File: src/verilog/mcsg_cfg.svh
// Constants of the monitor command and security gate.
`ifndef MCSG_CFG_SVH
`define MCSG_CFG_SVH

`define MCSG_DIV_EXT     9'h100
`define MCSG_DIV_INT     9'h14F
`define MCSG_GAP_BITS    2
`define MCSG_FRAME_BITS  4'hA
`define MCSG_SEC_BASE    16'hFFF6
`define MCSG_SEC_LAST    3'h7
`define MCSG_FLAG_ADDR   16'h0080
`define MCSG_FLAG_MASK   8'h40
`define MCSG_OP_STACK_POINTER_READ_CMD   8'h0C
`define MCSG_OP_RUN      8'h28
`define MCSG_OP_INDEXED_READ_CMD    8'h1A
`define MCSG_OP_INDEXED_WRITE_CMD   8'h19
`define MCSG_ROM_BASE    16'hC000
`define MCSG_BAD_DATA    8'hAD

`endif

File: src/verilog/mcsg_pkg.sv
// Types of the monitor command and security gate.
package mcsg_pkg;

  typedef enum logic [4:0] {
    ST_SWI, ST_PUSH_INDEX_HIGH, ST_SEC_RX, ST_SEC_WT, ST_SEC_CMP, ST_FLG_RD, ST_FLG_WT,
    ST_FLG_WR, ST_BRK, ST_CMD, ST_WR_DAT, ST_IRD, ST_IRD_WT, ST_IRD_LAT,
    ST_IRD_PUSH, ST_SP_HI, ST_SP_LO, ST_POP_INDEX_HIGH, ST_RTI, ST_USER
  } mcsg_cmd_st_t;

  typedef enum logic [1:0] {RX_IDLE, RX_START, RX_DATA, RX_WAITHI} mcsg_rx_st_t;

  typedef enum logic [1:0] {TX_IDLE, TX_GAP, TX_BITS} mcsg_tx_st_t;

endpackage : mcsg_pkg

File: src/verilog/mcsg_stream_if.sv
// Valid and ready stream from the command logic to the transmit buffer and from the buffer to the transmitter.
`timescale 1ns/1ps
interface mcsg_stream_if #(
  parameter int W = 9
);
  logic         valid;
  logic         ready;
  logic [W-1:0] data;

  modport src (output valid, output data, input ready);
  modport snk (input valid, input data, output ready);
endinterface : mcsg_stream_if

File: src/verilog/mcsg_buf.sv
// Small buffer that holds transmit items while the serial line is busy.
`timescale 1ns/1ps
module mcsg_buf #(
  parameter int W     = 9,
  parameter int DEPTH = 2
) (
  // Clock and reset.
  input  wire logic clk_i,
  input  wire logic arst_n_i,
  // Filling and draining sides.
  mcsg_stream_if.snk in_s,
  mcsg_stream_if.src out_s
);
  localparam int PW = (DEPTH > 1) ? $clog2(DEPTH) : 1;
  localparam int CW = $clog2(DEPTH + 1);

  logic [W-1:0]  mem_ff     [DEPTH];
  logic [W-1:0]  nxt_mem    [DEPTH];
  logic [PW-1:0] wp_ff;
  logic [PW-1:0] nxt_wp;
  logic [PW-1:0] rp_ff;
  logic [PW-1:0] nxt_rp;
  logic [CW-1:0] cnt_ff;
  logic [CW-1:0] nxt_cnt;
  logic          do_wr;
  logic          do_rd;

  assign in_s.ready  = (cnt_ff != CW'(DEPTH));
  assign out_s.valid = (cnt_ff != '0);
  assign out_s.data  = mem_ff[rp_ff];

  always_comb begin
    do_wr   = in_s.valid && in_s.ready;
    do_rd   = out_s.valid && out_s.ready;
    nxt_mem = mem_ff;
    nxt_wp  = wp_ff;
    nxt_rp  = rp_ff;
    nxt_cnt = cnt_ff;
    if (do_wr) begin
      nxt_mem[wp_ff] = in_s.data;
      nxt_wp = (wp_ff == PW'(DEPTH - 1)) ? '0 : PW'(wp_ff + 1'b1);
    end
    if (do_rd) begin
      nxt_rp = (rp_ff == PW'(DEPTH - 1)) ? '0 : PW'(rp_ff + 1'b1);
    end
    if (do_wr && !do_rd) begin
      nxt_cnt = CW'(cnt_ff + 1'b1);
    end else if (do_rd && !do_wr) begin
      nxt_cnt = CW'(cnt_ff - 1'b1);
    end
  end

  always_ff @(posedge clk_i or negedge arst_n_i) begin
    if (!arst_n_i) begin
      for (int i = 0; i < DEPTH; i++) begin
        mem_ff[i] <= '0;
      end
      wp_ff  <= '0;
      rp_ff  <= '0;
      cnt_ff <= '0;
    end else begin
      mem_ff <= nxt_mem;
      wp_ff  <= nxt_wp;
      rp_ff  <= nxt_rp;
      cnt_ff <= nxt_cnt;
    end
  end
endmodule : mcsg_buf

File: src/verilog/mcsg_top.sv
// Monitor command interpreter with ROM security gate on a single-wire line.
`timescale 1ns/1ps
`include "mcsg_cfg.svh"
module mcsg_top #(
  parameter int BUF_DEPTH = 2
) (
  // Clock and power-on reset.
  input  wire logic        clk_i,
  input  wire logic        arst_n_i,
  // Other resets and mode straps.
  input  wire logic        soft_rst_i,
  input  wire logic        osc_int_i,
  input  wire logic        mon_entry_i,
  // Serial line.
  input  wire logic        serial_io_pin_i,
  output logic             serial_io_pin_o,
  output logic             serial_io_pin_oe_o,
  // Memory port, read data valid one clock after the read strobe.
  output logic [15:0]      mem_addr_o,
  output logic             mem_rd_o,
  output logic             mem_wr_o,
  output logic [7:0]       mem_wdata_o,
  input  wire logic [7:0]  mem_rdata_i,
  // Processor side.
  input  wire logic [15:0] sp_i,
  input  wire logic        fetch_vld_i,
  input  wire logic [15:0] fetch_addr_i,
  output logic             software_interrupt_o,
  output logic             push_index_high_o,
  output logic             pop_index_high_o,
  output logic             return_from_interrupt_o,
  output logic             illegal_addr_reset_o,
  output logic             unlocked_o
);

  function automatic logic in_rom(input logic [15:0] a);
    in_rom = (a >= `MCSG_ROM_BASE);
  endfunction : in_rom

  mcsg_stream_if #(.W(9)) push_s ();
  mcsg_stream_if #(.W(9)) pull_s ();

  mcsg_buf #(.W(9), .DEPTH(BUF_DEPTH)) u_buf (
    .clk_i    (clk_i),
    .arst_n_i (arst_n_i),
    .in_s     (push_s),
    .out_s    (pull_s)
  );

  logic [8:0] bit_div;
  assign bit_div = osc_int_i ? `MCSG_DIV_INT : `MCSG_DIV_EXT;

  // Receiver; a change on the pin counts once the second and third stage agree.
  logic                 s1_ff, s2_ff, s3_ff, lvl_ff, nxt_lvl;
  mcsg_pkg::mcsg_rx_st_t rx_st_ff, nxt_rx_st;
  logic [8:0]           rx_cnt_ff, nxt_rx_cnt;
  logic [3:0]           rx_nb_ff, nxt_rx_nb;
  logic [8:0]           rx_sh_ff, nxt_rx_sh;
  logic                 rx_done, rx_brk, rx_en;
  logic [8:0]           rx_new;

  always_comb begin
    nxt_lvl    = (s2_ff == s3_ff) ? s3_ff : lvl_ff;
    nxt_rx_st  = rx_st_ff;
    nxt_rx_cnt = rx_cnt_ff;
    nxt_rx_nb  = rx_nb_ff;
    nxt_rx_sh  = rx_sh_ff;
    rx_done    = 1'b0;
    rx_brk     = 1'b0;
    rx_new     = {lvl_ff, rx_sh_ff[8:1]};
    case (rx_st_ff)
      mcsg_pkg::RX_IDLE: begin
        if (rx_en && !lvl_ff) begin
          nxt_rx_st  = mcsg_pkg::RX_START;
          nxt_rx_cnt = {1'b0, bit_div[8:1]};
        end
      end
      mcsg_pkg::RX_START: begin
        if (rx_cnt_ff != 9'h000) begin
          nxt_rx_cnt = rx_cnt_ff - 9'h001;
        end else if (lvl_ff) begin
          nxt_rx_st = mcsg_pkg::RX_IDLE;
        end else begin
          nxt_rx_st  = mcsg_pkg::RX_DATA;
          nxt_rx_cnt = bit_div - 9'h001;
          nxt_rx_nb  = 4'h0;
        end
      end
      mcsg_pkg::RX_DATA: begin
        if (rx_cnt_ff != 9'h000) begin
          nxt_rx_cnt = rx_cnt_ff - 9'h001;
        end else begin
          nxt_rx_sh  = rx_new;
          nxt_rx_nb  = rx_nb_ff + 4'h1;
          nxt_rx_cnt = bit_div - 9'h001;
          if (rx_nb_ff == 4'h8) begin
            rx_brk    = !lvl_ff && (rx_new[7:0] == 8'h00);
            rx_done   = lvl_ff || rx_brk;
            nxt_rx_st = lvl_ff ? mcsg_pkg::RX_IDLE : mcsg_pkg::RX_WAITHI;
          end
        end
      end
      mcsg_pkg::RX_WAITHI: begin
        if (lvl_ff) begin
          nxt_rx_st = mcsg_pkg::RX_IDLE;
        end
      end
      default: nxt_rx_st = mcsg_pkg::RX_IDLE;
    endcase
  end

  always_ff @(posedge clk_i or negedge arst_n_i) begin
    if (!arst_n_i) begin
      s1_ff     <= 1'b1;
      s2_ff     <= 1'b1;
      s3_ff     <= 1'b1;
      lvl_ff    <= 1'b1;
      rx_st_ff  <= mcsg_pkg::RX_IDLE;
      rx_cnt_ff <= 9'h000;
      rx_nb_ff  <= 4'h0;
      rx_sh_ff  <= 9'h000;
    end else begin
      s1_ff     <= serial_io_pin_i;
      s2_ff     <= s1_ff;
      s3_ff     <= s2_ff;
      lvl_ff    <= nxt_lvl;
      rx_st_ff  <= nxt_rx_st;
      rx_cnt_ff <= nxt_rx_cnt;
      rx_nb_ff  <= nxt_rx_nb;
      rx_sh_ff  <= nxt_rx_sh;
    end
  end

  // Transmitter; every item is preceded by two bit times of driven high line.
  mcsg_pkg::mcsg_tx_st_t tx_st_ff, nxt_tx_st;
  logic [9:0]           tx_cnt_ff, nxt_tx_cnt;
  logic [3:0]           tx_nb_ff, nxt_tx_nb;
  logic [9:0]           tx_sh_ff, nxt_tx_sh;
  logic                 nxt_pin, nxt_oe;

  // Our own transmission echoes on the shared wire, so listen only when silent.
  assign rx_en        = (tx_st_ff == mcsg_pkg::TX_IDLE) && !pull_s.valid;
  assign pull_s.ready = (tx_st_ff == mcsg_pkg::TX_IDLE);

  always_comb begin
    nxt_tx_st  = tx_st_ff;
    nxt_tx_cnt = tx_cnt_ff;
    nxt_tx_nb  = tx_nb_ff;
    nxt_tx_sh  = tx_sh_ff;
    nxt_pin    = 1'b1;
    nxt_oe     = 1'b0;
    case (tx_st_ff)
      mcsg_pkg::TX_IDLE: begin
        if (pull_s.valid) begin
          nxt_tx_st  = mcsg_pkg::TX_GAP;
          nxt_tx_cnt = 10'(`MCSG_GAP_BITS * bit_div) - 10'h001;
          nxt_tx_sh  = pull_s.data[8] ? 10'h000 : {1'b1, pull_s.data[7:0], 1'b0};
          nxt_oe     = 1'b1;
        end
      end
      mcsg_pkg::TX_GAP: begin
        nxt_oe = 1'b1;
        if (tx_cnt_ff != 10'h000) begin
          nxt_tx_cnt = tx_cnt_ff - 10'h001;
        end else begin
          nxt_tx_st  = mcsg_pkg::TX_BITS;
          nxt_tx_cnt = {1'b0, bit_div} - 10'h001;
          nxt_tx_nb  = 4'h0;
          nxt_pin    = tx_sh_ff[0];
        end
      end
      mcsg_pkg::TX_BITS: begin
        nxt_oe  = 1'b1;
        nxt_pin = tx_sh_ff[0];
        if (tx_cnt_ff != 10'h000) begin
          nxt_tx_cnt = tx_cnt_ff - 10'h001;
        end else if (tx_nb_ff == `MCSG_FRAME_BITS - 4'h1) begin
          nxt_tx_st = mcsg_pkg::TX_IDLE;
          nxt_oe    = 1'b0;
          nxt_pin   = 1'b1;
        end else begin
          nxt_tx_sh  = {1'b1, tx_sh_ff[9:1]};
          nxt_tx_nb  = tx_nb_ff + 4'h1;
          nxt_tx_cnt = {1'b0, bit_div} - 10'h001;
          nxt_pin    = tx_sh_ff[1];
        end
      end
      default: nxt_tx_st = mcsg_pkg::TX_IDLE;
    endcase
  end

  always_ff @(posedge clk_i or negedge arst_n_i) begin
    if (!arst_n_i) begin
      tx_st_ff           <= mcsg_pkg::TX_IDLE;
      tx_cnt_ff          <= 10'h000;
      tx_nb_ff           <= 4'h0;
      tx_sh_ff           <= 10'h3FF;
      serial_io_pin_o    <= 1'b1;
      serial_io_pin_oe_o <= 1'b0;
    end else begin
      tx_st_ff           <= nxt_tx_st;
      tx_cnt_ff          <= nxt_tx_cnt;
      tx_nb_ff           <= nxt_tx_nb;
      tx_sh_ff           <= nxt_tx_sh;
      serial_io_pin_o    <= nxt_pin;
      serial_io_pin_oe_o <= nxt_oe;
    end
  end

  // Command sequencer.
  mcsg_pkg::mcsg_cmd_st_t st_ff, nxt_st;
  logic        pend_ff, nxt_pend, pbrk_ff, nxt_pbrk, take;
  logic [7:0]  pbyte_ff, nxt_pbyte, tmp_ff, nxt_tmp;
  logic [2:0]  cnt_ff, nxt_cnt;
  logic        ok_ff, nxt_ok, unl_ff, nxt_unl, need_ff, nxt_need;
  logic [15:0] ptr_ff, nxt_ptr, nxt_addr, sp_inc;
  logic        nxt_rd, nxt_wr, nxt_swi, nxt_push_index_high, nxt_pop_index_high, nxt_rti, nxt_ill;
  logic [7:0]  nxt_wdata;
  logic        can_push;

  assign sp_inc   = 16'(sp_i + 16'h0001);
  assign can_push = pend_ff && push_s.ready;

  always_comb begin
    nxt_pbrk  = rx_done ? rx_brk : pbrk_ff;
    nxt_pbyte = rx_done ? rx_new[7:0] : pbyte_ff;
    nxt_st    = st_ff;
    nxt_tmp   = tmp_ff;
    nxt_cnt   = cnt_ff;
    nxt_ok    = ok_ff;
    nxt_unl   = unl_ff;
    nxt_need  = need_ff;
    nxt_ptr   = ptr_ff;
    nxt_addr  = mem_addr_o;
    nxt_wdata = mem_wdata_o;
    nxt_rd    = 1'b0;
    nxt_wr    = 1'b0;
    nxt_swi   = 1'b0;
    nxt_push_index_high  = 1'b0;
    nxt_pop_index_high  = 1'b0;
    nxt_rti   = 1'b0;
    nxt_ill   = fetch_vld_i && !unl_ff && in_rom(fetch_addr_i);
    take        = 1'b0;
    push_s.valid = 1'b0;
    push_s.data  = {pbrk_ff, pbyte_ff};
    case (st_ff)
      mcsg_pkg::ST_SWI: begin
        nxt_swi = 1'b1;
        nxt_st  = mcsg_pkg::ST_PUSH_INDEX_HIGH;
      end
      mcsg_pkg::ST_PUSH_INDEX_HIGH: begin
        nxt_push_index_high = 1'b1;
        nxt_cnt  = 3'h0;
        nxt_ok   = 1'b1;
        nxt_st   = need_ff ? mcsg_pkg::ST_SEC_RX : mcsg_pkg::ST_BRK;
      end
      mcsg_pkg::ST_SEC_RX: begin
        if (pend_ff && pbrk_ff) begin
          take = 1'b1;
        end else if (can_push) begin
          take         = 1'b1;
          push_s.valid = 1'b1;
          nxt_tmp      = pbyte_ff;
          nxt_addr     = 16'(`MCSG_SEC_BASE + {13'h0000, cnt_ff});
          nxt_rd       = 1'b1;
          nxt_st       = mcsg_pkg::ST_SEC_WT;
        end
      end
      mcsg_pkg::ST_SEC_WT: nxt_st = mcsg_pkg::ST_SEC_CMP;
      mcsg_pkg::ST_SEC_CMP: begin
        nxt_ok  = ok_ff && (mem_rdata_i == tmp_ff);
        nxt_cnt = cnt_ff + 3'h1;
        nxt_st  = (cnt_ff == `MCSG_SEC_LAST) ? mcsg_pkg::ST_FLG_RD : mcsg_pkg::ST_SEC_RX;
      end
      mcsg_pkg::ST_FLG_RD: begin
        nxt_addr = `MCSG_FLAG_ADDR;
        nxt_rd   = 1'b1;
        nxt_st   = mcsg_pkg::ST_FLG_WT;
      end
      mcsg_pkg::ST_FLG_WT: nxt_st = mcsg_pkg::ST_FLG_WR;
      mcsg_pkg::ST_FLG_WR: begin
        nxt_wr    = 1'b1;
        nxt_wdata = ok_ff ? (mem_rdata_i | `MCSG_FLAG_MASK)
                          : (mem_rdata_i & ~`MCSG_FLAG_MASK);
        nxt_unl   = ok_ff;
        nxt_need  = 1'b0;
        nxt_st    = mcsg_pkg::ST_BRK;
      end
      mcsg_pkg::ST_BRK: begin
        push_s.data  = 9'h100;
        push_s.valid = 1'b1;
        if (push_s.ready) begin
          nxt_st = mcsg_pkg::ST_CMD;
        end
      end
      mcsg_pkg::ST_CMD: begin
        if (can_push) begin
          take         = 1'b1;
          push_s.valid = 1'b1;
          nxt_cnt      = 3'h0;
          if (!pbrk_ff) begin
            case (pbyte_ff)
              `MCSG_OP_STACK_POINTER_READ_CMD: nxt_st = mcsg_pkg::ST_SP_HI;
              `MCSG_OP_RUN:    nxt_st = mcsg_pkg::ST_POP_INDEX_HIGH;
              `MCSG_OP_INDEXED_READ_CMD:  nxt_st = mcsg_pkg::ST_IRD;
              `MCSG_OP_INDEXED_WRITE_CMD: nxt_st = mcsg_pkg::ST_WR_DAT;
              default:         nxt_st = mcsg_pkg::ST_CMD;
            endcase
          end
        end
      end
      mcsg_pkg::ST_WR_DAT: begin
        if (can_push) begin
          take         = 1'b1;
          push_s.valid = 1'b1;
          nxt_st       = mcsg_pkg::ST_CMD;
          if (!pbrk_ff) begin
            nxt_addr  = ptr_ff;
            nxt_wdata = pbyte_ff;
            nxt_wr    = 1'b1;
            nxt_ptr   = 16'(ptr_ff + 16'h0001);
          end
        end
      end
      mcsg_pkg::ST_IRD: begin
        nxt_addr = ptr_ff;
        nxt_rd   = 1'b1;
        nxt_st   = mcsg_pkg::ST_IRD_WT;
      end
      mcsg_pkg::ST_IRD_WT: nxt_st = mcsg_pkg::ST_IRD_LAT;
      mcsg_pkg::ST_IRD_LAT: begin
        nxt_tmp = (!unl_ff && in_rom(mem_addr_o)) ? `MCSG_BAD_DATA : mem_rdata_i;
        nxt_st  = mcsg_pkg::ST_IRD_PUSH;
      end
      mcsg_pkg::ST_IRD_PUSH: begin
        push_s.data  = {1'b0, tmp_ff};
        push_s.valid = 1'b1;
        if (push_s.ready) begin
          nxt_ptr = 16'(ptr_ff + 16'h0001);
          nxt_cnt = cnt_ff + 3'h1;
          nxt_st  = (cnt_ff == 3'h1) ? mcsg_pkg::ST_CMD : mcsg_pkg::ST_IRD;
        end
      end
      mcsg_pkg::ST_SP_HI: begin
        push_s.data  = {1'b0, sp_inc[15:8]};
        push_s.valid = 1'b1;
        if (push_s.ready) begin
          nxt_st = mcsg_pkg::ST_SP_LO;
        end
      end
      mcsg_pkg::ST_SP_LO: begin
        push_s.data  = {1'b0, sp_inc[7:0]};
        push_s.valid = 1'b1;
        if (push_s.ready) begin
          nxt_st = mcsg_pkg::ST_CMD;
        end
      end
      mcsg_pkg::ST_POP_INDEX_HIGH: begin
        // Resume only once the echo has left, so the host sees it before the line goes quiet.
        if (!pull_s.valid && (tx_st_ff == mcsg_pkg::TX_IDLE)) begin
          nxt_pop_index_high = 1'b1;
          nxt_st   = mcsg_pkg::ST_RTI;
        end
      end
      mcsg_pkg::ST_RTI: begin
        nxt_rti = 1'b1;
        nxt_st  = mcsg_pkg::ST_USER;
      end
      mcsg_pkg::ST_USER: begin
        if (pend_ff) begin
          take = 1'b1;
        end
        if (mon_entry_i) begin
          nxt_st = mcsg_pkg::ST_SWI;
        end
      end
      default: nxt_st = mcsg_pkg::ST_SWI;
    endcase
    // Decided once take is known; a byte arriving as it is cleared is kept.
    nxt_pend = rx_done ? 1'b1 : (take ? 1'b0 : pend_ff);
    if (soft_rst_i) begin
      nxt_st       = mcsg_pkg::ST_SWI;
      nxt_pend     = 1'b0;
      push_s.valid = 1'b0;
      nxt_rd       = 1'b0;
      nxt_wr       = 1'b0;
    end
  end

  always_ff @(posedge clk_i or negedge arst_n_i) begin
    if (!arst_n_i) begin
      st_ff                   <= mcsg_pkg::ST_SWI;
      pend_ff                 <= 1'b0;
      pbrk_ff                 <= 1'b0;
      pbyte_ff                <= 8'h00;
      tmp_ff                  <= 8'h00;
      cnt_ff                  <= 3'h0;
      ok_ff                   <= 1'b0;
      unl_ff                  <= 1'b0;
      need_ff                 <= 1'b1;
      ptr_ff                  <= 16'h0000;
      mem_addr_o              <= 16'h0000;
      mem_wdata_o             <= 8'h00;
      mem_rd_o                <= 1'b0;
      mem_wr_o                <= 1'b0;
      software_interrupt_o    <= 1'b0;
      push_index_high_o       <= 1'b0;
      pop_index_high_o        <= 1'b0;
      return_from_interrupt_o <= 1'b0;
      illegal_addr_reset_o    <= 1'b0;
      unlocked_o              <= 1'b0;
    end else begin
      st_ff                   <= nxt_st;
      pend_ff                 <= nxt_pend;
      pbrk_ff                 <= nxt_pbrk;
      pbyte_ff                <= nxt_pbyte;
      tmp_ff                  <= nxt_tmp;
      cnt_ff                  <= nxt_cnt;
      ok_ff                   <= nxt_ok;
      unl_ff                  <= nxt_unl;
      need_ff                 <= nxt_need;
      ptr_ff                  <= nxt_ptr;
      mem_addr_o              <= nxt_addr;
      mem_wdata_o             <= nxt_wdata;
      mem_rd_o                <= nxt_rd;
      mem_wr_o                <= nxt_wr;
      software_interrupt_o    <= nxt_swi;
      push_index_high_o       <= nxt_push_index_high;
      pop_index_high_o        <= nxt_pop_index_high;
      return_from_interrupt_o <= nxt_rti;
      illegal_addr_reset_o    <= nxt_ill;
      unlocked_o              <= nxt_unl;
    end
  end
endmodule : mcsg_top

File: config.mk
export PLATFORM = sky130hd
export DESIGN_NAME = mcsg_top
export DESIGN_NICKNAME = d
export VERILOG_FILES = /design/src/verilog/mcsg_pkg.sv /design/src/verilog/mcsg_stream_if.sv /design/src/verilog/mcsg_buf.sv /design/src/verilog/mcsg_top.sv
export VERILOG_INCLUDE_DIRS = /design/src /design/src/verilog
export SDC_FILE = /design/constraint.sdc
export NUM_CORES = 1
export LEC_CHECK = 0
export BUFFER_PORTS_ARGS = -buffer_cell sky130_fd_sc_hd__buf_2
export CORE_ASPECT_RATIO = 1.75
export CORE_MARGIN = 2
export CORE_UTILIZATION = 30
export DETAILED_ROUTE_END_ITERATION = 7
export GPL_TIMING_DRIVEN = 0
export MAX_ROUTING_LAYER = met4
export PLACE_DENSITY = 0.47
export REMOVE_ABC_BUFFERS = 1
export SLEW_MARGIN = 10
export SYNTH_ARGS = -nofsm -noshare
export SYNTH_HDL_FRONTEND = slang
export SYNTH_SLANG_ARGS = --single-unit
File: constraint.sdc
create_clock -name clk_i -period 2.1 [get_ports clk_i]
set_input_delay 0.105 -clock clk_i [delete_from_list [all_inputs] [get_ports clk_i]]
set_output_delay 0.105 -clock clk_i [all_outputs]
set_load 0.005 [all_outputs]
# Word-level counts from Yosys, hierarchy flattened
# Cells that the tools add are included.
dict set report totals {
  wordCells 303
  output_inout_bits 34
  register_bits 154
}
dict set report op_classes {
  n_lt_le_gt_ge 5
  n_mux 120
  add_sub_neg 15
  eq_ne 64
  bitwise 3
  reduce_logical 58
}
# operator n
set op_table {}
lappend op_table {{two-way mux 16 bit} 7}
lappend op_table {{case mux 5 bit (19 select lines)} 1}
lappend op_table {{two-way mux 10 bit} 8}
lappend op_table {{two-way mux 9 bit} 8}
lappend op_table {{case mux 16 bit (4 select lines)} 1}
lappend op_table {{two-way mux 5 bit} 11}
lappend op_table {{equality test 5 x 4 -> 1 bit (second input constant)} 8}
lappend op_table {{two-way mux 8 bit} 5}
lappend op_table {{inequality test 2 bit (second input constant)} 18}
lappend op_table {{case mux 9 bit (4 select lines)} 1}
lappend op_table {{inequality test 3 bit (second input constant)} 11}
lappend op_table {{adder 16 x 1 -> 16 bit (second input constant)} 2}
lappend op_table {{>= comparator 16 bit (second input constant)} 2}
lappend op_table {{case mux 16 bit (2 select lines)} 1}
lappend op_table {{case mux 8 bit (2 select lines)} 2}
lappend op_table {{two-way mux 1 bit} 31}
lappend op_table {{case mux 10 bit (3 select lines)} 1}
lappend op_table {{two-way mux 2 bit} 14}
lappend op_table {{two-way mux 4 bit} 7}
lappend op_table {{case mux 9 bit (3 select lines)} 1}
lappend op_table {{equality test 5 x 3 -> 1 bit (second input constant)} 4}
lappend op_table {{equality test 5 bit (second input constant)} 4}
lappend op_table {{case mux 10 bit (2 select lines)} 1}
lappend op_table {{case mux 5 bit (4 select lines)} 1}
lappend op_table {{other kinds (54)} 115}

# Logic depth before layout (Yosys ltp)
# Gate-level depths: netlist (run 1).
dict set report depth {
  ltp_word 11
  ltp_mapped 10
  ltp_nobuf 8
}

# Hierarchy
# A second synthesis (run 1) with hierarchy kept.
dict set report hier_totals {
  hier_cells 881
  area_unflattened_um2 8745.9
}
# module area_each_um2 cells_each instances
set modules_own_cells {}
lappend modules_own_cells {mcsg_top 7684.9 816 1}
lappend modules_own_cells {mcsg_buf 1061.0 65 1}

# Worst setup path after synthesis (run 1)
# OpenSTA, ideal clock, no wires.
dict set report synth_path {
  path_type {register -> register}
  start {register rx_cnt_ff[2]}
  end {register rx_cnt_ff[2]}
  required_time_ps 1974
  path_buffers 2
  setup_slack_ps -68
  setup_time_ps 126
  stages_incl_launch_ff 10
  t_arrival_ps 2042
  path_cell_list {dfrtp_1 > nor4_4 > and4b_1 > buf_2 > a21oi_1 > ha_1 > buf_2 > o21a_1 > o32ai_1 > nor2_1}
}
dict set report synth_between {
  elab_chain_len 3
  word_cells_on_any_way 7
  classes_between {add/sub: 1; eq/ne: 1; mux: 3; reduce/logical: 2}
}
# item line
set synth_lines {}
lappend synth_lines {{start, declared} mcsg_top.sv:56} ;# logic [8:0] rx_cnt_ff, nxt_rx_cnt;
lappend synth_lines {{start signal, assigned} mcsg_top.sv:128} ;# rx_cnt_ff <= nxt_rx_cnt;
lappend synth_lines {{subtractor 9 x 1 -> 9 bit or nonzero test 9 bit (tied branches)} n/a}
lappend synth_lines {{two-way mux 9 bit, or another cell as far along} mcsg_top.sv:90} ;# if (rx_cnt_ff != 9'h000) begin
lappend synth_lines {{case mux 9 bit (3 select lines) or AND reduction 3 bit (tied branches)} n/a}
# Several ways; a longest one is shown, not always the timed one.
# A chain may end at the register's enable or synchronous reset.

# Worst setup path after layout (run 1)
dict set report layout_path {
  start {register tx_st_ff[1]}
  end {register st_ff[4]}
}
dict set report layout_between {
  elab_chain_len 4
}
# item line
set layout_lines {}
lappend layout_lines {{start, declared} mcsg_top.sv:135} ;# mcsg_pkg::mcsg_tx_st_t tx_st_ff, nxt_tx_st;
lappend layout_lines {{start signal, assigned} mcsg_top.sv:194} ;# tx_st_ff <= mcsg_pkg::TX_IDLE;
lappend layout_lines {{start signal, assigned} mcsg_top.sv:201} ;# tx_st_ff <= nxt_tx_st;
lappend layout_lines {{logical NOT 2 bit} mcsg_top.sv:360} ;# if (!pull_s.valid && (tx_st_ff == mcsg_pkg::TX_IDLE)) begin
lappend layout_lines {{logical AND 1 bit} mcsg_top.sv:360}
lappend layout_lines {{inequality test 3 bit (no line)} n/a}
lappend layout_lines {{AND reduction 10 bit (no line)} n/a}
lappend layout_lines {{end signal, assigned} mcsg_top.sv:392} ;# st_ff <= mcsg_pkg::ST_SWI;
lappend layout_lines {{end signal, assigned} mcsg_top.sv:413} ;# st_ff <= nxt_st;
lappend layout_lines {{end, declared} mcsg_top.sv:211} ;# mcsg_pkg::mcsg_cmd_st_t st_ff, nxt_st;
# No other way between the ends.

==> impl_metrics.yaml, run 1 <==
placement:
  portBuffers: 66
  pre_cts_ws_ns: -1.34
  finalWeightedCongestion: 0.811
  hpwlAfterDp_um: 17200
logic_synthesis:
  syn_avg_cell_area_um2: 9.43
  synth_seq_cells: 153
  synth_warnings: 0
  synth-edff-count: 0
  ys_async_sr_fraction: 1.00
  ys_types: 85
  syn_inst: 913
  yosysSeqAreaShare: 0.447
  ys.flop_type: "dfrtp_1"
  syn-cell-area_um2: 8610
clock_tree:
  clk_pin_slew_ns: 0.06
  cts.path.max_buffers: 2
  tritoncts: "yes"
  clk_latency_ns: 0.44
  cts_buffers: 17
  cts_sinks: 153
  cts_max_level: 4
  clockRootBuffer: "clkbuf_16"
routing:
  drt_drc_violations_left: 0
  antenna_left: 0
  drt_wl_total_um: 25100
  avgRoutedWirePerCell_um: 17.7
  viasPerCell: 5.14
  num_vias: 7288
  first_pass_iters: 5
  drt_iter0_drc: 505
floorplanning:
  ioPinCount: 81
  initial_core_util: 0.303
  die-area_um2: 30100
  fp.dieW_um: 132
  row_count: 82
  core_um2: 28400
  die_h_um: 228
timing:
  final_max_slew_viol_count: 0
  worst_pin_slew_ns: 0.644
  rsz0062_at_grt: "yes"
  finalHoldViolations: 0
  fin_ws_ns: -0.163
  setup_viol: 17
  max_freq_mhz: 442
  period_minus_slack_ns: 2.26
  fin_crit_sh: 1.08
  finClkSkew_ns: 0.00881
  slew_headroom: 0.566
  fin_tns_setup_ns: -0.891
worst_setup_path:
  regToRegEndpoint: "st_ff[4]$_DFFE_PN0P_"
  rr_worst_depth: 8
  cp.required_ns: 2.47
  cp-start-kind: "register"
  rrSetupSlack_ns: -0.16
  crit_type: "reg -> reg"
  end_kind: "register"
  rr_startpoint: "tx_st_ff[1]$_DFFE_PN0P_"
  arrival_ns: 2.63
  path_max_fanout: 5
status:
  violations: "setup timing"
  status: "finished, violations left"
power:
  leakagePower_nw: 4.76
  ir_worst_vdd_v: 0.000648
  power.density_nw_per_um2: 997
hold_path:
  min_from: "mem_rdata_i[5]"
  hold_class: "in -> reg"
  min_path_cells: 3
  holdPathEnd: "tmp_ff[5]$_DFFE_PN0P_"
global_routing:
  grt_max_degree: 82
  grt_pass1_vias: 7619
  grt_pass1_wl_um: 40500
  track_usage: 0.174
  grt_antenna_before_repair: 0
  grt-ovfl-total: 0
layout:
  mostFrequentLayoutCell: "dfrtp_1"
  fin_nets: 1097
  area_growth_pct: 29.0
  antenna_cells: 0
  layout_common_cells: "dfrtp_1, nor2_1, a21oi_1, nand2_1, buf_2"
  drive_gt1_frac: 0.301
flow_run:
  max_cap_violations: 0
## through the flow
| step | instance area [um^2] | utilization | std cells | power [mW] | hold slack (ns) |
|---|---|---|---|---|---|
| 6_report | 11100 | 0.391 | 1417 | 11.1 | 0.0218 |
| 5_1_grt | 11100 | 0.391 | 1417 | 11.8 | 0.0210 |
| 4_1_cts | 10700 | 0.375 | 1397 | 10.8 | 0.00218 |
| 3_5_place_dp | 9270 | 0.326 | 1314 | 6.95 | 0.122 |
| 3_3_place_gp | 9200 | 0.324 | 1311 | 6.92 | 0.232 |
| 2_1_floorplan | 8400 | - | 867 | 6.07 | -0.191 |
## state kept, by name, summed over array words and instances (netlist names), 2 cells and up
signal and flops:
u_buf.mem_ff 18, mem_addr_o 16, tmp_ff 8, tx_st_ff 2, mem_wdata_o 8, rx_st_ff 2
u_buf.cnt_ff 2, ptr_ff 16, tx_sh_ff 10, pbyte_ff 8, st_ff 5, cnt_ff 3
tx_nb_ff 4, tx_cnt_ff 10, rx_sh_ff 8, rx_cnt_ff 9, rx_nb_ff 4
## cells in the mapped netlist (5+ instances only)
library cell | number | area (um^2)
o21ai_0 | 50 | 250
nor4_1 | 14 | 87.6
and3_1 | 10 | 62.6
xnor2_1 | 20 | 175
clkbuf_1 | 21 | 78.8
mux2i_1 | 26 | 260
buf_2 | 15 | 75.1
nand4_1 | 9 | 56.3
a31oi_1 | 10 | 62.6
buf_4 | 5 | 37.5
a22o_1 | 7 | 61.3
dfstp_2 | 16 | 420
mux2_2 | 31 | 349
o31ai_1 | 6 | 45.0
nor2_1 | 83 | 312
nor2b_1 | 11 | 68.8
nand2_1 | 76 | 285
nand3_1 | 39 | 195
a221oi_1 | 6 | 52.6
and2_1 | 5 | 31.3
nand2b_1 | 10 | 62.6
ha_1 | 24 | 300
a21oi_1 | 82 | 410
inv_1 | 30 | 113
xor2_1 | 24 | 210
nor3_1 | 40 | 200
o21a_1 | 5 | 37.5
dfrtp_1 | 137 | 3430
## layer usage
layer / routed length (um) / GRT usage / part of all wire / vias up
met5: 0 / - / 0 / -
met4: 911 / 0.0849 / 0.036 / 0
met3: 556 / 0.0287 / 0.022 / 48
met2: 13800 / 0.316 / 0.55 / 133
met1: 9830 / 0.181 / 0.39 / 3588
li1: - / - / - / 3519
## cell type report
type	instances	area, um^2
Fill cell	2861	17300
Multi-Input combinational cell	687	5050
Sequential cell	153	3880
Timing Repair Buffer	137	985
Tap cell	378	473
Clock buffer	21	450
Clock inverter	11	169
Inverter	30	113
## worst max-delay path by stage
stage	to	slack, ns	startpoint	cells after the start
6_report	st_ff[4]$_DFFE_PN0P_	-0.16	tx_st_ff[1]$_DFFE_PN0P_	8
5_1_grt	st_ff[4]$_DFFE_PN0P_	-0.26	tx_st_ff[0]$_DFFE_PN0P_	8
4_1_cts	st_ff[3]$_DFFE_PN0P_	-0.09	st_ff[3]$_DFFE_PN0P_	6
3_5_place_dp	mem_addr_o[0]$_DFFE_PN0P_	-1.34	st_ff[1]$_DFFE_PN0P_	6
3_3_place_gp	mem_addr_o[0]$_DFFE_PN0P_	-1.84	st_ff[1]$_DFFE_PN0P_	5
2_1_floorplan	mem_addr_o[0]$_DFFE_PN0P_	-0.64	st_ff[1]$_DFFE_PN0P_	5
## report_power, final
part | total [mW] | internal, mW | switching (mW)
Combinational | 3.70 | 1.69 | 2.01
Sequential | 4.07 | 3.54 | 0.537
Clock | 3.31 | 2.02 | 1.29
Total | 11.1 | 7.25 | 3.83
## cell families after synthesis
logic type,Yosys count,synth area share
compound gates,220,0.161
xor+xnor,44,0.0447
fa+ha+maj,25,0.0360
buf+inv,76,0.0384
flops,153,0.447
mux,62,0.0777
simple gates,333,0.195
## timing repair
action	CTS	global route
gates cloned	1	2
hold buffers	10	0
gates resized for setup	86	66
buffers inserted	40	18
pin swaps	23	26
endpoints found under the hold margin	75	0
setup endpoints to repair	128	90
## critical path, cell delays in order (launching register included)
cell and delay [ns]:
dfrtp_1 0.41, inv_2 0.09, ha_4 0.13, nor3b_4 0.26
nor3_2 0.07, a211oi_2 0.19, or4b_4 0.52, a211oi_4 0.33
a22o_1 0.20
No activity file was read; power rests on OpenSTA's default activity.
==> inputs of run 2 (changes only) <==
BUFFER_PORTS_ARGS = -buffer_cell sky130_fd_sc_hd__clkbuf_2   (was -buffer_cell sky130_fd_sc_hd__buf_2)
==> run 2 against run 1 <==
Compared with the run above:
- the flow still finishes with violations (setup timing)
- cell area up 0.50%
- final cell count up 0.35%
- register-to-register slack about the same
- sequential share of layout area down 0.16 points
- combinational power up 2%
- die area unchanged
- largest cell class unchanged
- highest routed layer unchanged
==> impl_metrics.yaml, run 2 (synthesis results as in run 1) <==
status:
  status: "finished, violations left"
  violations: "setup timing"
timing:
  final_max_slew_viol_count: 0
  slew_headroom: 0.521
  fin_hold_ws_ns: 0.0160
  rsz0062_at_grt: "yes"
  period_minus_slack_ns: 2.25
  finClkSkew_ns: 0.0102
  fin_tns_setup_ns: -2.09
  finalHoldViolations: 0
  max_freq_mhz: 445
  worst_pin_slew_ns: 0.714
  fin_crit_sh: 1.07
  setup_viol: 25
  fin_ws_ns: -0.148
clock_tree:
  cts_sinks: 153
  tritoncts: "yes"
  cts_max_level: 4
  cts_buffers: 17
  clk_latency_ns: 0.44
  cts.path.max_buffers: 2
  clockRootBuffer: "clkbuf_16"
  clk_pin_slew_ns: 0.06
routing:
  avgRoutedWirePerCell_um: 17.9
  drt_wl_total_um: 25500
  num_vias: 7337
  drt_iter0_drc: 450
  antenna_left: 0
  drt_drc_violations_left: 0
  first_pass_iters: 7
  viasPerCell: 5.16
global_routing:
  grt_antenna_before_repair: 0
  track_usage: 0.172
  grt_pass1_wl_um: 39900
  grt_max_degree: 84
  grt-ovfl-total: 0
  grt_pass1_vias: 7344
worst_setup_path:
  path_cells: "or3b_1 > or4_1 > nor3b_4 > a21oi_1 > o32ai_1 > a22o_1"
  cp.required_ns: 2.47
  path_max_fanout: 5
  arrival_ns: 2.62
  cp-start-kind: "register"
  slowest_stage: "or4_1"
  cp_slowest_stage_delay_ns: 0.49
  end_kind: "register"
  crit_family: "simple AND/OR/NAND/NOR gates"
  crit_type: "reg -> reg"
  worst-path-buf-inv: 0
placement:
  finalWeightedCongestion: 0.806
  pre_cts_ws_ns: -1.37
  placed_cell_area_um2: 9270
  hpwlAfterDp_um: 17200
  portBuffers: 66
floorplanning:
  die_h_um: 228
  fp.dieW_um: 132
  die-area_um2: 30100
  ioPinCount: 81
  row_count: 82
  core_um2: 28400
  initial_core_util: 0.303
layout:
  largest_reg_flops: 18
  mostFrequentLayoutCell: "dfrtp_1"
  fin_nets: 1103
  area_growth_pct: 29.6
  final_area_um2: 11200
  num-fill-cells: 2880
  antenna_cells: 0
  drive_gt1_frac: 0.307
  layout_common_cells: "dfrtp_1, nor2_1, a21oi_1, nand2_1, clkbuf_2"
  largest_register: "u_buf.mem_ff"
  top_regs: "u_buf.mem_ff x18, mem_addr_o x16, ptr_ff x16"
  ff_latch_area_um2: 3880
  multi_input_area_um2: 5060
power:
  power.density_nw_per_um2: 992
  leakagePower_nw: 4.85
  ir_worst_vdd_v: 0.000690
flow_run:
  max_cap_violations: 0
hold_path:
  hold_class: "in -> reg"
-- run 2: path summary, 6_finish.rpt --
path | from | end | slack (ns) | depth (start not counted)
min in group asynchronous | arst_n_i | rx_cnt_ff[0]$_DFFE_PN0P_ | 0.24 | 2
setup / recovery | pbyte_ff[6]$_DFFE_PN0P_ | st_ff[4]$_DFFE_PN0P_ | -0.15 | 6
max in group asynchronous | arst_n_i | tx_sh_ff[7]$_DFFE_PN1P_ | 0.99 | 3
hold / removal | mem_rdata_i[5] | tmp_ff[5]$_DFFE_PN0P_ | 0.02 | 3
hold reg to reg | s1_ff$_DFF_PN1_ | s2_ff$_DFF_PN1_ | 0.36 | 0
setup reg to reg | pbyte_ff[6]$_DFFE_PN0P_ | st_ff[4]$_DFFE_PN0P_ | -0.15 | 6
-- run 2: metal layers --
layer / vias up / routed length [um] / track usage
li1: 3535 / - / -
met1: 3678 / 9890 / 0.179
met2: 92 / 14600 / 0.323
met3: 32 / 505 / 0.0256
met4: 0 / 497 / 0.0628
met5: - / 0 / -
-- run 2: repair_timing --
action / 4_1_cts / 5_1_grt
buffers inserted: 36 / 29
pin swaps: 20 / 24
gates resized for setup: 75 / 72
hold endpoints to repair: 71 / 0
hold buffers: 8 / 0
endpoints found under the setup margin: 128 / 104
gates cloned: 1 / 3
-- run 2: layout make-up --
type / count / share of cell area
Inverter: 30 / 0.0101
Clock inverter: 11 / 0.0131
Multi-Input combinational cell: 688 / 0.454
Timing Repair Buffer: 142 / 0.0928
Sequential cell: 153 / 0.347
Clock buffer: 20 / 0.0409
Tap cell: 378 / 0.0424
-- run 2: worst reg2reg max path: stages (launching register included) --
cell and delay (ns):
dfrtp_1 0.44, or3b_1 0.40, or4_1 0.49, nor3b_4 0.28, a21oi_1 0.12, o32ai_1 0.29, a22o_1 0.17
-- run 2: through the flow --
stage | total power [mW] | cells | util
finish | 11.1 | 1422 | 0.393
global route | 11.8 | 1422 | 0.393
CTS | 10.7 | 1390 | 0.372
detailed placement | 6.98 | 1314 | 0.326
global placement | 6.92 | 1311 | 0.324
floorplan | 6.07 | 867 | -
-- run 2: power breakdown --
group	internal, mW	switching (mW)
registers	3.54	0.558
logic	1.75	2.04
clock network	1.92	1.26
==> inputs of run 3 (changes only) <==
PLACE_DENSITY = 0.48   (was 0.47)
==> run 3 against run 2 <==
Compared with the run above:
- the run still ends with setup timing left
- wire length down 0.49%
- maximum frequency rose by 1.0%
- cell area is 1.3% higher
- via count rose by 0.44%
- final cell count increased by 0.28%
- register-to-register slack improved by 0.02 ns
- worst setup slack better by 0.023 ns
- worst hold slack improved by 0.0026 ns
- sequential share of layout area fell by 0.44 points
- power increased by 1.5%
- largest cell class unchanged
==> impl_metrics.yaml, run 3 (synthesis results as in run 1) <==
status:
  status: "finished, violations left"
  violations: "setup timing"
clock_tree:
  cts_max_level: 4
  clk_pin_slew_ns: 0.06
  cts_buffers: 17
  cts.path.max_buffers: 2
  cts_sinks: 153
  tritoncts: "yes"
  clockRootBuffer: "clkbuf_16"
  clk_latency_ns: 0.45
routing:
  num_vias: 7369
  viasPerCell: 5.17
  drt_wl_total_um: 25300
  drt_iter0_drc: 414
  first_pass_iters: 6
  antenna_left: 0
  avgRoutedWirePerCell_um: 17.8
  drt_drc_violations_left: 0
worst_setup_path:
  cp-start-kind: "register"
  end_kind: "register"
  arrival_ns: 2.61
  crit_type: "reg -> reg"
  cp.required_ns: 2.48
  rrSetupSlack_ns: -0.13
  path_max_fanout: 9
global_routing:
  grt_pass1_wl_um: 39800
  grt_max_degree: 85
  grt_antenna_before_repair: 0
  grt-ovfl-total: 0
  grt_pass1_vias: 7414
  track_usage: 0.173
layout:
  top_regs: "u_buf.mem_ff x18, mem_addr_o x16, ptr_ff x16"
  antenna_cells: 0
  largest_register: "u_buf.mem_ff"
  layout_common_cells: "dfrtp_1, nor2_1, a21oi_1, nand2_1, clkbuf_2"
  num-fill-cells: 2843
  drive_gt1_frac: 0.320
  largest_reg_flops: 18
  area_growth_pct: 31.3
  final-instance-count-excl-fill: 1426
  fin_nets: 1106
  mostFrequentLayoutCell: "dfrtp_1"
floorplanning:
  ioPinCount: 81
  initial_core_util: 0.303
  die-area_um2: 30100
  die_h_um: 228
  row_count: 82
  core_um2: 28400
  fp.dieW_um: 132
timing:
  rsz0062_at_grt: "yes"
  worst_pin_slew_ns: 0.795
  fin_hold_ws_ns: 0.0185
  period_minus_slack_ns: 2.23
  setup_viol: 27
  slew_headroom: 0.465
  finClkSkew_ns: 0.00930
  max_freq_mhz: 449
  fin_ws_ns: -0.125
  finalHoldViolations: 0
  final_max_slew_viol_count: 0
  fin_crit_sh: 1.06
  fin_tns_setup_ns: -1.73
power:
  leakagePower_nw: 4.82
  ir_worst_vdd_v: 0.000653
  power.density_nw_per_um2: 995
  total_power_mw: 11.2
placement:
  place_inst: 1314
  hpwlAfterDp_um: 16900
  portBuffers: 66
  finalWeightedCongestion: 0.866
hold_path:
  hold_class: "in -> reg"
flow_run:
  max_cap_violations: 0
-- run 3: changes by cell type in the layout (fill, tap and decap cells not counted), sizes merged --
cell	before	now
dlygate4sd3	8	9
nand3	40	41
a21boi	5	4
nand4	11	10
buf	67	71
-- run 3: layout make-up --
class / instances / area [um^2] / share of cell area
clock buffer: 21 / 460 / 0.0407
multi-input combinational: 687 / 5130 / 0.454
tap: 378 / 473 / 0.0418
sequential: 153 / 3880 / 0.343
timing repair buffer: 146 / 1100 / 0.0977
inverter: 30 / 116 / 0.0103
clock inverter: 11 / 144 / 0.0127
-- run 3: per-stage QoR --
step                instance area [um^2]  worst slack [ns]  utilization
floorplan                           8400            -0.640            -
global placement                    9200             -2.00        0.324
detailed placement                  9270             -1.44        0.326
CTS                                10800           -0.0814        0.379
global route                       11300            -0.202        0.398
finish                             11300            -0.125        0.398
-- run 3: worst max-delay path, stage by stage, from the launching register on --
cell	delay [ns]
dfrtp_4	0.57
xnor2_2	0.24
o32a_4	0.24
a21oi_1	0.08
or4b_4	0.52
a211oi_4	0.33
a22o_1	0.19
-- run 3: power breakdown --
part	internal [mW]	switching [mW]	total, mW
registers	3.54	0.577	4.12
logic	1.85	2.07	3.93
clock network	1.93	1.27	3.20
-- run 3: final timing paths --
kind,startpoint,end,cells after the start
setup / recovery,st_ff[3]$_DFFE_PN0P_,st_ff[3]$_DFFE_PN0P_,6
hold / removal,mem_rdata_i[7],tmp_ff[7]$_DFFE_PN0P_,3
setup reg to reg,st_ff[3]$_DFFE_PN0P_,st_ff[3]$_DFFE_PN0P_,6
hold reg to reg,s1_ff$_DFF_PN1_,s2_ff$_DFF_PN1_,0
max in group asynchronous,arst_n_i,rx_nb_ff[3]$_DFFE_PN0P_,3
min in group asynchronous,arst_n_i,mem_wdata_o[2]$_DFFE_PN0P_,2
-- run 3: metal layers --
metal	wire (um)	GRT usage	up-vias
li1	-	-	3546
met1	9840	0.188	3650
met2	14000	0.303	128
met3	591	0.0247	45
met4	932	0.0917	0
met5	0	-	-
-- run 3: what timing repair did --
item / CTS / global route
buffers inserted: 46 / 22
endpoints found under the hold margin: 79 / 0
gates resized for setup: 98 / 72
hold buffers: 9 / 0
endpoints found under the setup margin: 128 / 100
pin swaps: 21 / 31
cloned: 1 / 2
